`src/design/node_id_pkg.sv`:
```
// Purpose: Shared types and constants for the node identifier strap decoder.
// Assumes: 20 MHz system clock; strap voltages arrive as millivolt samples.
// Notes: Register offsets are byte addresses on the plain register port.
package node_id_pkg;

    // Clock and timing.
    localparam int unsigned CLK_PERIOD_NS = 50;
    localparam int unsigned SETTLE_NS = 100000;
    localparam int unsigned SETTLE_CYCLES = (SETTLE_NS + CLK_PERIOD_NS - 1) / CLK_PERIOD_NS;
    localparam int unsigned FLASH_NS = 1000000000;
    localparam int unsigned FLASH_CYCLES_DEF = FLASH_NS / CLK_PERIOD_NS;
    localparam int unsigned SETTLE_W = 12;
    localparam int unsigned FLASH_W = 25;

    // Strap interval boundaries in millivolts, ascending.
    localparam logic [11:0] MV_B1 = 12'd530;
    localparam logic [11:0] MV_B2 = 12'd1410;
    localparam logic [11:0] MV_B3 = 12'd2010;
    localparam logic [11:0] MV_B4 = 12'd2430;
    localparam logic [11:0] MV_B5 = 12'd2750;
    localparam logic [11:0] MV_B6 = 12'd3010;
    localparam logic [11:0] MV_B7 = 12'd3220;

    // Identifier values.
    localparam logic [8:0] ID_ALL_ZERO = 9'h0ff;
    localparam logic [15:0] ALIAS_NONE = 16'h0000;
    localparam int unsigned CAN_MODE_BIT = 7;

    // Register map, byte offsets.
    localparam logic [7:0] OFS_NODE_ID = 8'h00;
    localparam logic [7:0] OFS_STATUS = 8'h04;
    localparam logic [7:0] OFS_CODES = 8'h08;
    localparam logic [7:0] OFS_ALIAS = 8'h0c;
    localparam logic [7:0] OFS_CTRL = 8'h10;

    // Status and control field positions; control reset value.
    localparam int unsigned ST_READY = 0;
    localparam int unsigned ST_FROM_HW = 1;
    localparam int unsigned ST_VENDOR = 2;
    localparam int unsigned ST_LSS = 3;
    localparam int unsigned ST_CAN = 4;
    localparam int unsigned CTRL_NODE_ADDR = 0;
    localparam logic CTRL_RST = 1'b0;

    // Strap samples and their 3-bit codes.
    typedef struct packed {
        logic [11:0] high_mv;
        logic [11:0] middle_mv;
        logic [11:0] low_mv;
    } strap_mv_t;

    typedef struct packed {
        logic [2:0] high;
        logic [2:0] middle;
        logic [2:0] low;
    } strap_code_t;

    // Stored setup presented by setup memory.
    typedef struct packed {
        logic valid;
        logic hw_select;
        logic [7:0] node_id;
    } setup_t;

    typedef enum logic [1:0] {
        PH_SETTLE = 2'b00,
        PH_CAPTURE = 2'b01,
        PH_HOLD = 2'b10
    } phase_t;

    // Whole state of the decoder.
    typedef struct packed {
        phase_t phase;
        logic [SETTLE_W-1:0] settle_cnt;
        logic [FLASH_W-1:0] flash_cnt;
        logic led_green;
        logic ready;
        logic from_hw;
        logic is_can;
        logic vendor_mode;
        logic lss_inactive;
        logic [8:0] node_id;
        strap_code_t codes;
        logic node_addr_mode;
        logic [15:0] alias_val;
        logic [31:0] rd_data;
    } dec_state_t;

    localparam dec_state_t STATE_RST = '{
        phase: PH_SETTLE, settle_cnt: '0, flash_cnt: '0, led_green: 1'b0,
        ready: 1'b0, from_hw: 1'b0, is_can: 1'b0, vendor_mode: 1'b0,
        lss_inactive: 1'b0, node_id: '0, codes: '0, node_addr_mode: CTRL_RST,
        alias_val: ALIAS_NONE, rd_data: '0};

endpackage

```
`src/design/strap_quantiser.sv`:
```
// Purpose: Turns three strap voltages into three 3-bit interval codes.
// Assumes: Samples are millivolts, synchronous to the clock.
// Notes: Purely combinational; the caller registers the codes.
`timescale 1ns/1ps
module strap_quantiser
    import node_id_pkg::*;
(
    input wire strap_mv_t i_mv,
    output strap_code_t o_code
);

    // Maps one voltage onto its interval; a boundary belongs to the upper interval.
    function automatic logic [2:0] quantise(input logic [11:0] mv);
        logic [2:0] c;
        c = 3'h0;
        if (mv >= MV_B1) begin
            c = 3'h1;
        end
        if (mv >= MV_B2) begin
            c = 3'h2;
        end
        if (mv >= MV_B3) begin
            c = 3'h3;
        end
        if (mv >= MV_B4) begin
            c = 3'h4;
        end
        if (mv >= MV_B5) begin
            c = 3'h5;
        end
        if (mv >= MV_B6) begin
            c = 3'h6;
        end
        if (mv >= MV_B7) begin
            c = 3'h7;
        end
        return c;
    endfunction

    always_comb begin
        o_code.high = quantise(i_mv.high_mv);
        o_code.middle = quantise(i_mv.middle_mv);
        o_code.low = quantise(i_mv.low_mv);
    end

endmodule // strap_quantiser

```
`src/design/node_id_strap_decoder.sv`:
```
// Purpose: Forms the drive's node identifier from three straps or stored setup.
// Assumes: Strap samples and setup inputs are stable once reset is released.
// Notes: Result is captured once per reset and then held.
// Function
// - After every reset the three strap inputs are captured and the identifier is set from them or from stored setup.
// - Each strap voltage falls into one of eight intervals and becomes a 3-bit code.
// - Boundaries are 0.53, 1.41, 2.01, 2.43, 2.75, 3.01 and 3.22 V, codes rising from 000.
// - The hardware identifier is 64 times the high code plus 8 times the middle plus the low.
// - The top bit of the high code, identifier bit 8, is always taken as zero.
// - On the network variant all-zero straps give identifier 255 and station alias 0.
// - Straps are used when hardware select is set, the stored setup is invalid or the stored identifier is 0.
// - A software identifier of 1 to 255 is used after power-on when hardware is not chosen.
// - In node-address addressing on the network variant the station alias is loaded with any identifier other than 255.
// - On the CAN variant strap identifier bit 7 high picks the vendor CAN mode, low picks CANopen.
// - On the CAN variant only bits 0 to 6 of a strap identifier form the node number, at most 127.
// - On CAN all-zero straps give 255, CANopen, LSS inactive and a green LED that toggles each second.
`timescale 1ns/1ps
module node_id_strap_decoder
    import node_id_pkg::*;
#(
    parameter int unsigned FLASH_CYCLES = FLASH_CYCLES_DEF
)
(
    input wire logic i_clk_sys,
    input wire logic i_rst_n,
    input wire logic [11:0] i_strap_low_input,
    input wire logic [11:0] i_strap_middle_input,
    input wire logic [11:0] i_strap_high_input,
    input wire setup_t i_setup,
    input wire logic i_variant_can,
    input wire logic [7:0] i_addr,
    input wire logic [31:0] i_wr_data,
    input wire logic i_wr_en,
    input wire logic i_rd_en,
    output logic [31:0] o_rd_data,
    output logic [8:0] o_node_identifier,
    output logic [15:0] o_station_alias,
    output logic o_vendor_can_protocol_mode,
    output logic o_lss_inactive,
    output logic o_led_green,
    output logic o_id_ready
);

    dec_state_t q_r;
    dec_state_t q_nxt;
    strap_mv_t strap_mv;
    strap_code_t strap_code;

    // Gathers the three samples into one carrier.
    assign strap_mv.high_mv = i_strap_high_input;
    assign strap_mv.middle_mv = i_strap_middle_input;
    assign strap_mv.low_mv = i_strap_low_input;

    // Shared quantiser for all three straps.
    strap_quantiser u_quant (
        .i_mv(strap_mv),
        .o_code(strap_code)
    );

    // Builds the raw hardware identifier; bit 8 is forced low.
    function automatic logic [8:0] hw_ident(input strap_code_t c);
        logic [8:0] v;
        v = {c.high, c.middle, c.low};
        v[8] = 1'b0;
        return v;
    endfunction

    // True when every strap sits in the lowest interval.
    function automatic logic all_zero(input strap_code_t c);
        return (c == '0);
    endfunction

    // Station alias follows the identifier only in node-address mode.
    function automatic logic [15:0] alias_of(input logic [8:0] id, input logic mode);
        logic [15:0] a;
        a = ALIAS_NONE;
        if (mode && (id != ID_ALL_ZERO)) begin
            a = {7'h00, id};
        end
        return a;
    endfunction

    // Next-state logic for capture, hold, LED flash and register port.
    always_comb begin
        logic use_hw;
        logic [8:0] id;
        logic is_zero;
        use_hw = 1'b0;
        id = '0;
        is_zero = 1'b0;
        q_nxt = q_r;
        q_nxt.rd_data = '0;

        unique case (q_r.phase)
            PH_SETTLE: begin
                // Lets the strap dividers settle before sampling.
                if (q_r.settle_cnt == SETTLE_W'(SETTLE_CYCLES - 1)) begin
                    q_nxt.phase = PH_CAPTURE;
                end else begin
                    q_nxt.settle_cnt = q_r.settle_cnt + SETTLE_W'(1);
                end
            end
            PH_CAPTURE: begin
                q_nxt.codes = strap_code;
                q_nxt.is_can = i_variant_can;
                use_hw = i_setup.hw_select || !i_setup.valid || (i_setup.node_id == 8'h00);
                is_zero = use_hw && all_zero(strap_code);
                if (use_hw) begin
                    id = hw_ident(strap_code);
                end else begin
                    id = {1'b0, i_setup.node_id};
                end
                q_nxt.from_hw = use_hw;
                if (is_zero) begin
                    q_nxt.node_id = ID_ALL_ZERO;
                    q_nxt.vendor_mode = 1'b0;
                    q_nxt.lss_inactive = i_variant_can;
                end else if (i_variant_can && use_hw) begin
                    q_nxt.vendor_mode = id[CAN_MODE_BIT];
                    q_nxt.node_id = {2'b00, id[6:0]};
                    q_nxt.lss_inactive = 1'b0;
                end else begin
                    q_nxt.node_id = id;
                    q_nxt.vendor_mode = 1'b0;
                    q_nxt.lss_inactive = i_variant_can && (id == ID_ALL_ZERO);
                end
                q_nxt.ready = 1'b1;
                q_nxt.phase = PH_HOLD;
            end
            PH_HOLD: begin
                q_nxt.phase = PH_HOLD;
            end
            default: begin
                q_nxt.phase = PH_SETTLE;
            end
        endcase

        if (q_r.lss_inactive) begin
            if (q_r.flash_cnt >= FLASH_W'(FLASH_CYCLES - 1)) begin
                q_nxt.flash_cnt = '0;
                q_nxt.led_green = !q_r.led_green;
            end else begin
                q_nxt.flash_cnt = q_r.flash_cnt + FLASH_W'(1);
            end
        end

        // Control register write; other offsets ignore writes.
        if (i_wr_en && (i_addr == OFS_CTRL)) begin
            q_nxt.node_addr_mode = i_wr_data[CTRL_NODE_ADDR];
        end

        if (q_r.ready && !q_r.is_can) begin
            q_nxt.alias_val = alias_of(q_r.node_id, q_r.node_addr_mode);
        end else begin
            q_nxt.alias_val = ALIAS_NONE;
        end

        // Read data appears in the cycle after the strobe; unmapped reads give zero.
        if (i_rd_en) begin
            unique case (i_addr)
                OFS_NODE_ID: begin
                    q_nxt.rd_data = {23'h000000, q_r.node_id};
                end
                OFS_STATUS: begin
                    q_nxt.rd_data[ST_READY] = q_r.ready;
                    q_nxt.rd_data[ST_FROM_HW] = q_r.from_hw;
                    q_nxt.rd_data[ST_VENDOR] = q_r.vendor_mode;
                    q_nxt.rd_data[ST_LSS] = q_r.lss_inactive;
                    q_nxt.rd_data[ST_CAN] = q_r.is_can;
                end
                OFS_CODES: begin
                    q_nxt.rd_data = {23'h000000, q_r.codes};
                end
                OFS_ALIAS: begin
                    q_nxt.rd_data = {16'h0000, q_r.alias_val};
                end
                OFS_CTRL: begin
                    q_nxt.rd_data[CTRL_NODE_ADDR] = q_r.node_addr_mode;
                end
                default: begin
                    q_nxt.rd_data = '0;
                end
            endcase
        end
    end

    // State register with synchronous reset.
    always_ff @(posedge i_clk_sys) begin
        if (!i_rst_n) begin
            q_r <= STATE_RST;
        end else begin
            q_r <= q_nxt;
        end
    end

    // All outputs come straight from the state register.
    assign o_rd_data = q_r.rd_data;
    assign o_node_identifier = q_r.node_id;
    assign o_station_alias = q_r.alias_val;
    assign o_vendor_can_protocol_mode = q_r.vendor_mode;
    assign o_lss_inactive = q_r.lss_inactive;
    assign o_led_green = q_r.led_green;
    assign o_id_ready = q_r.ready;

endmodule // node_id_strap_decoder

```
`config.mk`:
```
export PLATFORM = sky130hd
export DESIGN_NAME = node_id_strap_decoder
export DESIGN_NICKNAME = d
export VERILOG_FILES = /design/src/design/node_id_pkg.sv /design/src/design/strap_quantiser.sv /design/src/design/node_id_strap_decoder.sv
export SDC_FILE = /design/constraint.sdc
export NUM_CORES = 1
export LEC_CHECK = 0
export BUFFER_PORTS_ARGS = -buffer_cell sky130_fd_sc_hd__buf_2
export CELL_PAD_IN_SITES_DETAIL_PLACEMENT = 0
export CELL_PAD_IN_SITES_GLOBAL_PLACEMENT = 1
export CORE_AREA = 4 4 115 117
export CTS_CLUSTER_DIAMETER = 60
export DETAILED_ROUTE_END_ITERATION = 8
export DIE_AREA = 0 0 119 121
export GPL_ROUTABILITY_DRIVEN = 0
export PLACE_DENSITY = 0.83
export SYNTH_ARGS = -nofsm -noshare
export SYNTH_HDL_FRONTEND = slang
export SYNTH_SLANG_ARGS = --single-unit
```
`constraint.sdc`:
```
create_clock -name i_clk_sys -period 4.23 [get_ports i_clk_sys]
set_clock_uncertainty 0.15 [all_clocks]
set_input_delay 0.423 -clock i_clk_sys [delete_from_list [all_inputs] [get_ports i_clk_sys]]
set_output_delay 0.423 -clock i_clk_sys [all_outputs]
set_load 0.01 [all_outputs]
```
======== After elaboration in Yosys (flattened, before gate mapping) ========
Cells that the tools add are included.
storage, ports and cells
  input bits .............................. 91
  logic and storage cells ................. 104
  output and inout bits ................... 61
  flip-flop bits (word level) ............. 112
cells by class
  multiplexer cells ....................... 31
  $add $sub $neg .......................... 2
  reduce and logical (&&, ||, !) cells .... 21
  bitwise operators ....................... 1
  magnitude comparators ................... 22
  equality and inequality tests ........... 10
operator list
  cell                   count
  $ge 12x12->1 const B   12
  $ge 12x11->1 const B   6
  $ge 12x10->1 const B   3
  $mux 3                 12
  $pmux 11 s3            1
  $add 25x1->25 const B  1
  $ge 25x25->1 const B   1
  $mux 25                1
  $mux 11                2
  $eq 8x4->1 const B     2
  $logic_not 8->1        2
  $pmux 4 s4             1
  $mux 2                 7
  $add 12x1->12 const B  1
  $eq 12x11->1 const B   1
  $eq 9x8->1 const B     1
  $logic_not 9->1        1
  $mux 9                 1
  $ne 9x8->1 const B     1
  $eq 8x3->1 const B     1
  $eq 8x5->1 const B     1
  $mux 8                 1
  $reduce_and 2->1       4
  $logic_and 1x1->1      6
  12 further kinds       17

======== Logic depth before layout (Yosys ltp) ========
  depth after elaboration ................. 14
  gate-level depth with buffers ........... 9
  mapped depth without buffers ............ 8

======== Cells and area by module ========
A second synthesis with hierarchy kept.
second synthesis, totals
  cells, all modules ...................... 555
  area total of the unflattened synthesis .. 4694.5 µm²
by module, submodules not included
  module                 cells an instance  instances  area an instance (µm²)  sequential area each (µm²)
  node_id_strap_decoder  446                1          4016.4                  1601.5
  strap_quantiser        109                1          678.2                   0.0

======== Worst setup path after synthesis ========
OpenSTA, ideal clock, no wires.
  path kind ............................... input-to-reg
  start ................................... in i_strap_high_input[2]
  end ..................................... reg q_r (netlist bit o_lss_inactive)
  path buffers ............................ 1
  library setup time ...................... 0.083 ns
  cell stages on the path ................. 8
  slack ................................... 1.952 ns
  data required time ...................... 3.997 ns
  arrival ................................. 2.045 ns
  path through ............................ or4_4 -> nor4_4 -> o21bai_1 -> nor2_1 -> nand4_1 -> or3_1 -> buf_6 -> o31ai_4
between the ends
  cells in the longest elaborated chain, start to end .. 14
  elaborated cells between the ends (all ways) .. 22
  classes of those cells .................. 7 x order compare; 1 x eq/ne; 11 x mux; 3 x reduce/logical
ends and longest elaborated chain
  item                  RTL line                      RTL
  from (decl)           node_id_strap_decoder.sv:28   input wire logic [11:0] i_strap_high_input,
  $ge 12x10->1          strap_quantiser.sv:16         if (mv >= MV_B1) begin
  $mux 1                strap_quantiser.sv:16
  $mux 2                strap_quantiser.sv:19         if (mv >= MV_B2) begin
  $mux 2                strap_quantiser.sv:22         if (mv >= MV_B3) begin
  $mux 3                strap_quantiser.sv:25         if (mv >= MV_B4) begin
  $mux 3                strap_quantiser.sv:28         if (mv >= MV_B5) begin
  $mux 3                strap_quantiser.sv:31         if (mv >= MV_B6) begin
  $mux 3 (*)            strap_quantiser.sv:34         if (mv >= MV_B7) begin
  $mux 8                node_id_strap_decoder.sv:108  if (use_hw) begin
  $mux 9                node_id_strap_decoder.sv:94   unique case (q_r.phase)
  $eq 9x8->1            node_id_strap_decoder.sv:125  q_nxt.lss_inactive = i_variant_can && (id == ID_ALL_ZERO);
  $logic_and 1x1->1     node_id_strap_decoder.sv:125
  $mux 11               node_id_strap_decoder.sv:118  end else if (i_variant_can && use_hw) begin
  $mux 11 (*)           node_id_strap_decoder.sv:114  if (is_zero) begin
  to (signal assigned)  node_id_strap_decoder.sv:192  q_r <= q_nxt;
  to (decl)             node_id_strap_decoder.sv:44   dec_state_t q_r;
Mark *: on every way between the ends. The rest lies on a longest branch, timed or not. The select of a mux whose other input is x is not followed.
A chain may end at the register's enable or synchronous reset.

======== Worst setup path after layout ========
  start ................................... reg q_r[90] (netlist name)
  end ..................................... reg q_r[78] (netlist name)
between the ends
  cells in the longest elaborated chain, start to end .. 2
ends and longest elaborated chain
  item          RTL line                      RTL
  $ge 25x25->1  node_id_strap_decoder.sv:139  if (q_r.flash_cnt >= FLASH_W'(FLASH_CYCLES - 1)) begin
  $mux 25       node_id_strap_decoder.sv:139
No other way between the ends.

==> impl_metrics.tcl <==
set metrics [dict create \
    synth_area_leaders "dfxtp_1 (34%), buf_4 (9.3%), nor2_1 (6.1%), nand2_1 (3.9%), xor2_1 (3.1%)" \
    clock_latency_ns 0.33 \
    dr.first_iter.drc_count 232 \
    die_area_um2 14400 \
    dr.pass1.iters 5 \
    cp_common_cell "or3_1" \
    whs_path_depth 3 \
    power_frac_comb_pct 8.8 \
    hpwl_um 8360 \
    p_int_mw 1.26 \
    crit_fanout 24 \
    viasPerCell 5.10 \
    h-tree-depth 3 \
    grt_pass1_vias 3796 \
    drc 0 \
    port-buffer-count 85 \
    postRouteWirelength_um 10900 \
    yosysSeqAreaShare_pct 33.6 \
    synth_cells 580 \
    num-nets-final 730 \
    coreArea_um2 12400 \
    clock_sinks 80 \
    ys_seq_elements 80 \
    cts_buffers 9 \
    fmax_mhz 350 \
    synth_cell_types 75 \
    whs_ns 0.183 \
    yosys_warnings 0 \
    leakagePower_nw 2.07 \
    p_sw_mw 0.390 \
    cts_resized 0 \
    arrival_ns 2.87 \
    hold_path_class "in -> reg" \
    grt_start_max_net_pins 31 \
    wire_per_inst_um 13.4 \
    period_needed_ns 2.86 \
    start_kind "flop" \
    io_pins 152 \
    ant_nets 0 \
    setup_viol 0 \
    die_y_um 121 \
    final_cell_mix "buf_2 (85), dfxtp_1 (80), nor2_1 (78)" \
    worstRegToRegCells 6 \
    grt_first_pass_wirelength_um 18200 \
    whs_endpoint "q_r[48]$_SDFFE_PN0P_" \
    holdCritStartpoint "i_wr_data[0]" \
    clockBufferDepth 2 \
    synth_edf_count 0 \
    cts_tree "built" \
    path_buf_inv 0 \
    syn_area_um2 4760 \
    rsz0062_at_grt "no" \
    grt_most_used_layer "met2" \
    vdd_ir_drop_max_v 0.000157 \
    grt.met3_usage_pct 2.89 \
    rr_startpoint "q_r[90]$_SDFFE_PN0P_" \
    pwr-share-clk_pct 45.3 \
    critPathCaptureType "flop" \
    maxSlewHeadroom_pct 26.2 \
    seqPwrFrac_pct 45.9 \
    cts-root-buf "clkbuf_16" \
    synth.avg_cell_area_um2 8.21 \
    insertedDiodeCount 0 \
    final_common_cell "buf_2" \
    fin_crit_sh_pct 67.6 \
    setup_tns_ns 0 \
    ff2ff_setup_slack_ns 1.37 \
    cts_hold_buf 0 \
    dr_total_vias 4143 \
    path_clk_slew_ns 0.05 \
    yosys.area.top_type_share_pct 33.6 \
    worst_pin_slew_ns 1.10 \
    cpPeakStageDelay_ns 0.88 \
    slew_viol_final 0 \
    hold_viol 0 \
    syn_to_final_growth_pct 11.1 \
    status "completed" \
    drive_gt1_share_pct 20.9 \
    rows 41 \
    maxCapViolCount 0 \
    grtUsageMet2_pct 23.6 \
    switching_share_pct 23.6 \
    power_density_nw_per_um2 312 \
    post_cts_buffers 0 \
    path_cells "or3_1 -> or3_1 -> nor3_1 -> nand4_1 -> o221ai_2 -> nor2_1" \
    cpLargestDelayFamily "simple AND/OR/NAND/NOR gates" \
    synth_area_leader_cell "dfxtp_1" \
    cp_slowest_cell "o221ai_2" \
    use_met1_pct 20.9 \
    required_ns 4.24 \
    globalRouteTotalUtil_pct 15.1 \
    path_depth 6 \
    fp.dieW_um 119 \
    async_reset_ff_share_pct 0 \
    grt-ovfl-total 0 \
    initial_utilization_pct 38.5 \
    critPathKind "reg -> reg" \
    antenna_found_initial 1 \
    r2r-end "q_r[78]$_SDFFE_PN0P_" \
    synth-main-ff-cell "dfxtp_1" \
]
[metrics by stage]
step	worst slack (ns)	util [%]	cell area (µm²)	total power, mW	std cells
2_1_floorplan	1.95	-	4880	0.880	611
3_3_place_gp	1.35	40.5	5010	0.916	796
3_5_place_dp	1.28	40.5	5010	0.920	796
4_1_cts	1.31	42.8	5290	1.67	812
5_1_grt	1.06	42.8	5290	1.72	812
6_report	1.37	42.8	5290	1.65	812
[metal layers]
metal / vias up / wire length (µm)
met3: 12 / 742
met2: 120 / 4850
li1: 2087 / -
met5: - / 13
met1: 1922 / 5120
met4: 2 / 131
[worst min-delay path, stage by stage]
cell and delay (ns):
buf_2 0.08, mux2i_1 0.05, nor2_1 0.07
[kinds of logic (layout without fill, tap and decap cells)]
logic type	after synthesis	count (layout)	share of synthesized area (%)
mux	19	19	4.23
simple gates	234	234	24.5
buf+inv	94	123	12.5
fa+ha+maj	4	4	1.05
other cells	1	32	0.0787
compound gates	118	118	18.5
flops	80	80	33.6
xor+xnor	30	30	5.52
[flip-flops by register name (all words and copies together) (netlist names)]
register and cells:
o_rd_data 9, o_vendor_can_protocol_mode 1, q_r 51, o_lss_inactive 1
o_node_identifier 8, o_led_green 1, o_id_ready 1, o_station_alias 8
[power groups by stage]
stage,clock [mW],sequential [mW],combinational (mW)
after floorplan,0,0.774,0.106
after global placement,0,0.775,0.141
after detailed placement,0,0.775,0.145
after CTS,0.763,0.758,0.146
after global routing,0.794,0.758,0.164
final,0.749,0.758,0.146
[how the worst max path moves through the flow]
stage                                startpoint                                end  slack (ns)
final                      q_r[90]$_SDFFE_PN0P_               q_r[78]$_SDFFE_PN0P_        1.37
after global routing       q_r[90]$_SDFFE_PN0P_               q_r[78]$_SDFFE_PN0P_        1.06
after CTS                  q_r[90]$_SDFFE_PN0P_               q_r[78]$_SDFFE_PN0P_        1.31
after detailed placement  i_strap_high_input[2]  o_node_identifier[2]$_SDFFE_PN0N_        1.28
after global placement    i_strap_high_input[2]  o_node_identifier[6]$_SDFFE_PN0N_        1.35
after floorplan           i_strap_high_input[2]        o_lss_inactive$_SDFFE_PN0N_        1.95
[synthesized netlist by cell type, types with 11 or more instances]
library cell   n
a21oi_1       20
xnor2_1       13
o21ai_0       28
inv_1         20
nand4_1       16
dfxtp_1       80
nor2_1        78
nand3_1       21
nand2_1       49
or3_1         11
buf_4         59
nor3_1        15
xor2_1        17
[area by class of cell]
cell class	instances	area [µm²]
multi-input combinational	437	2680
fill	1265	7070
sequential	80	1600
tap	172	215
timing repair buffer	86	433
clock buffer	13	240
clock inverter	3	42.5
inverter	21	78.8
(Power assumes the default switching activity.)
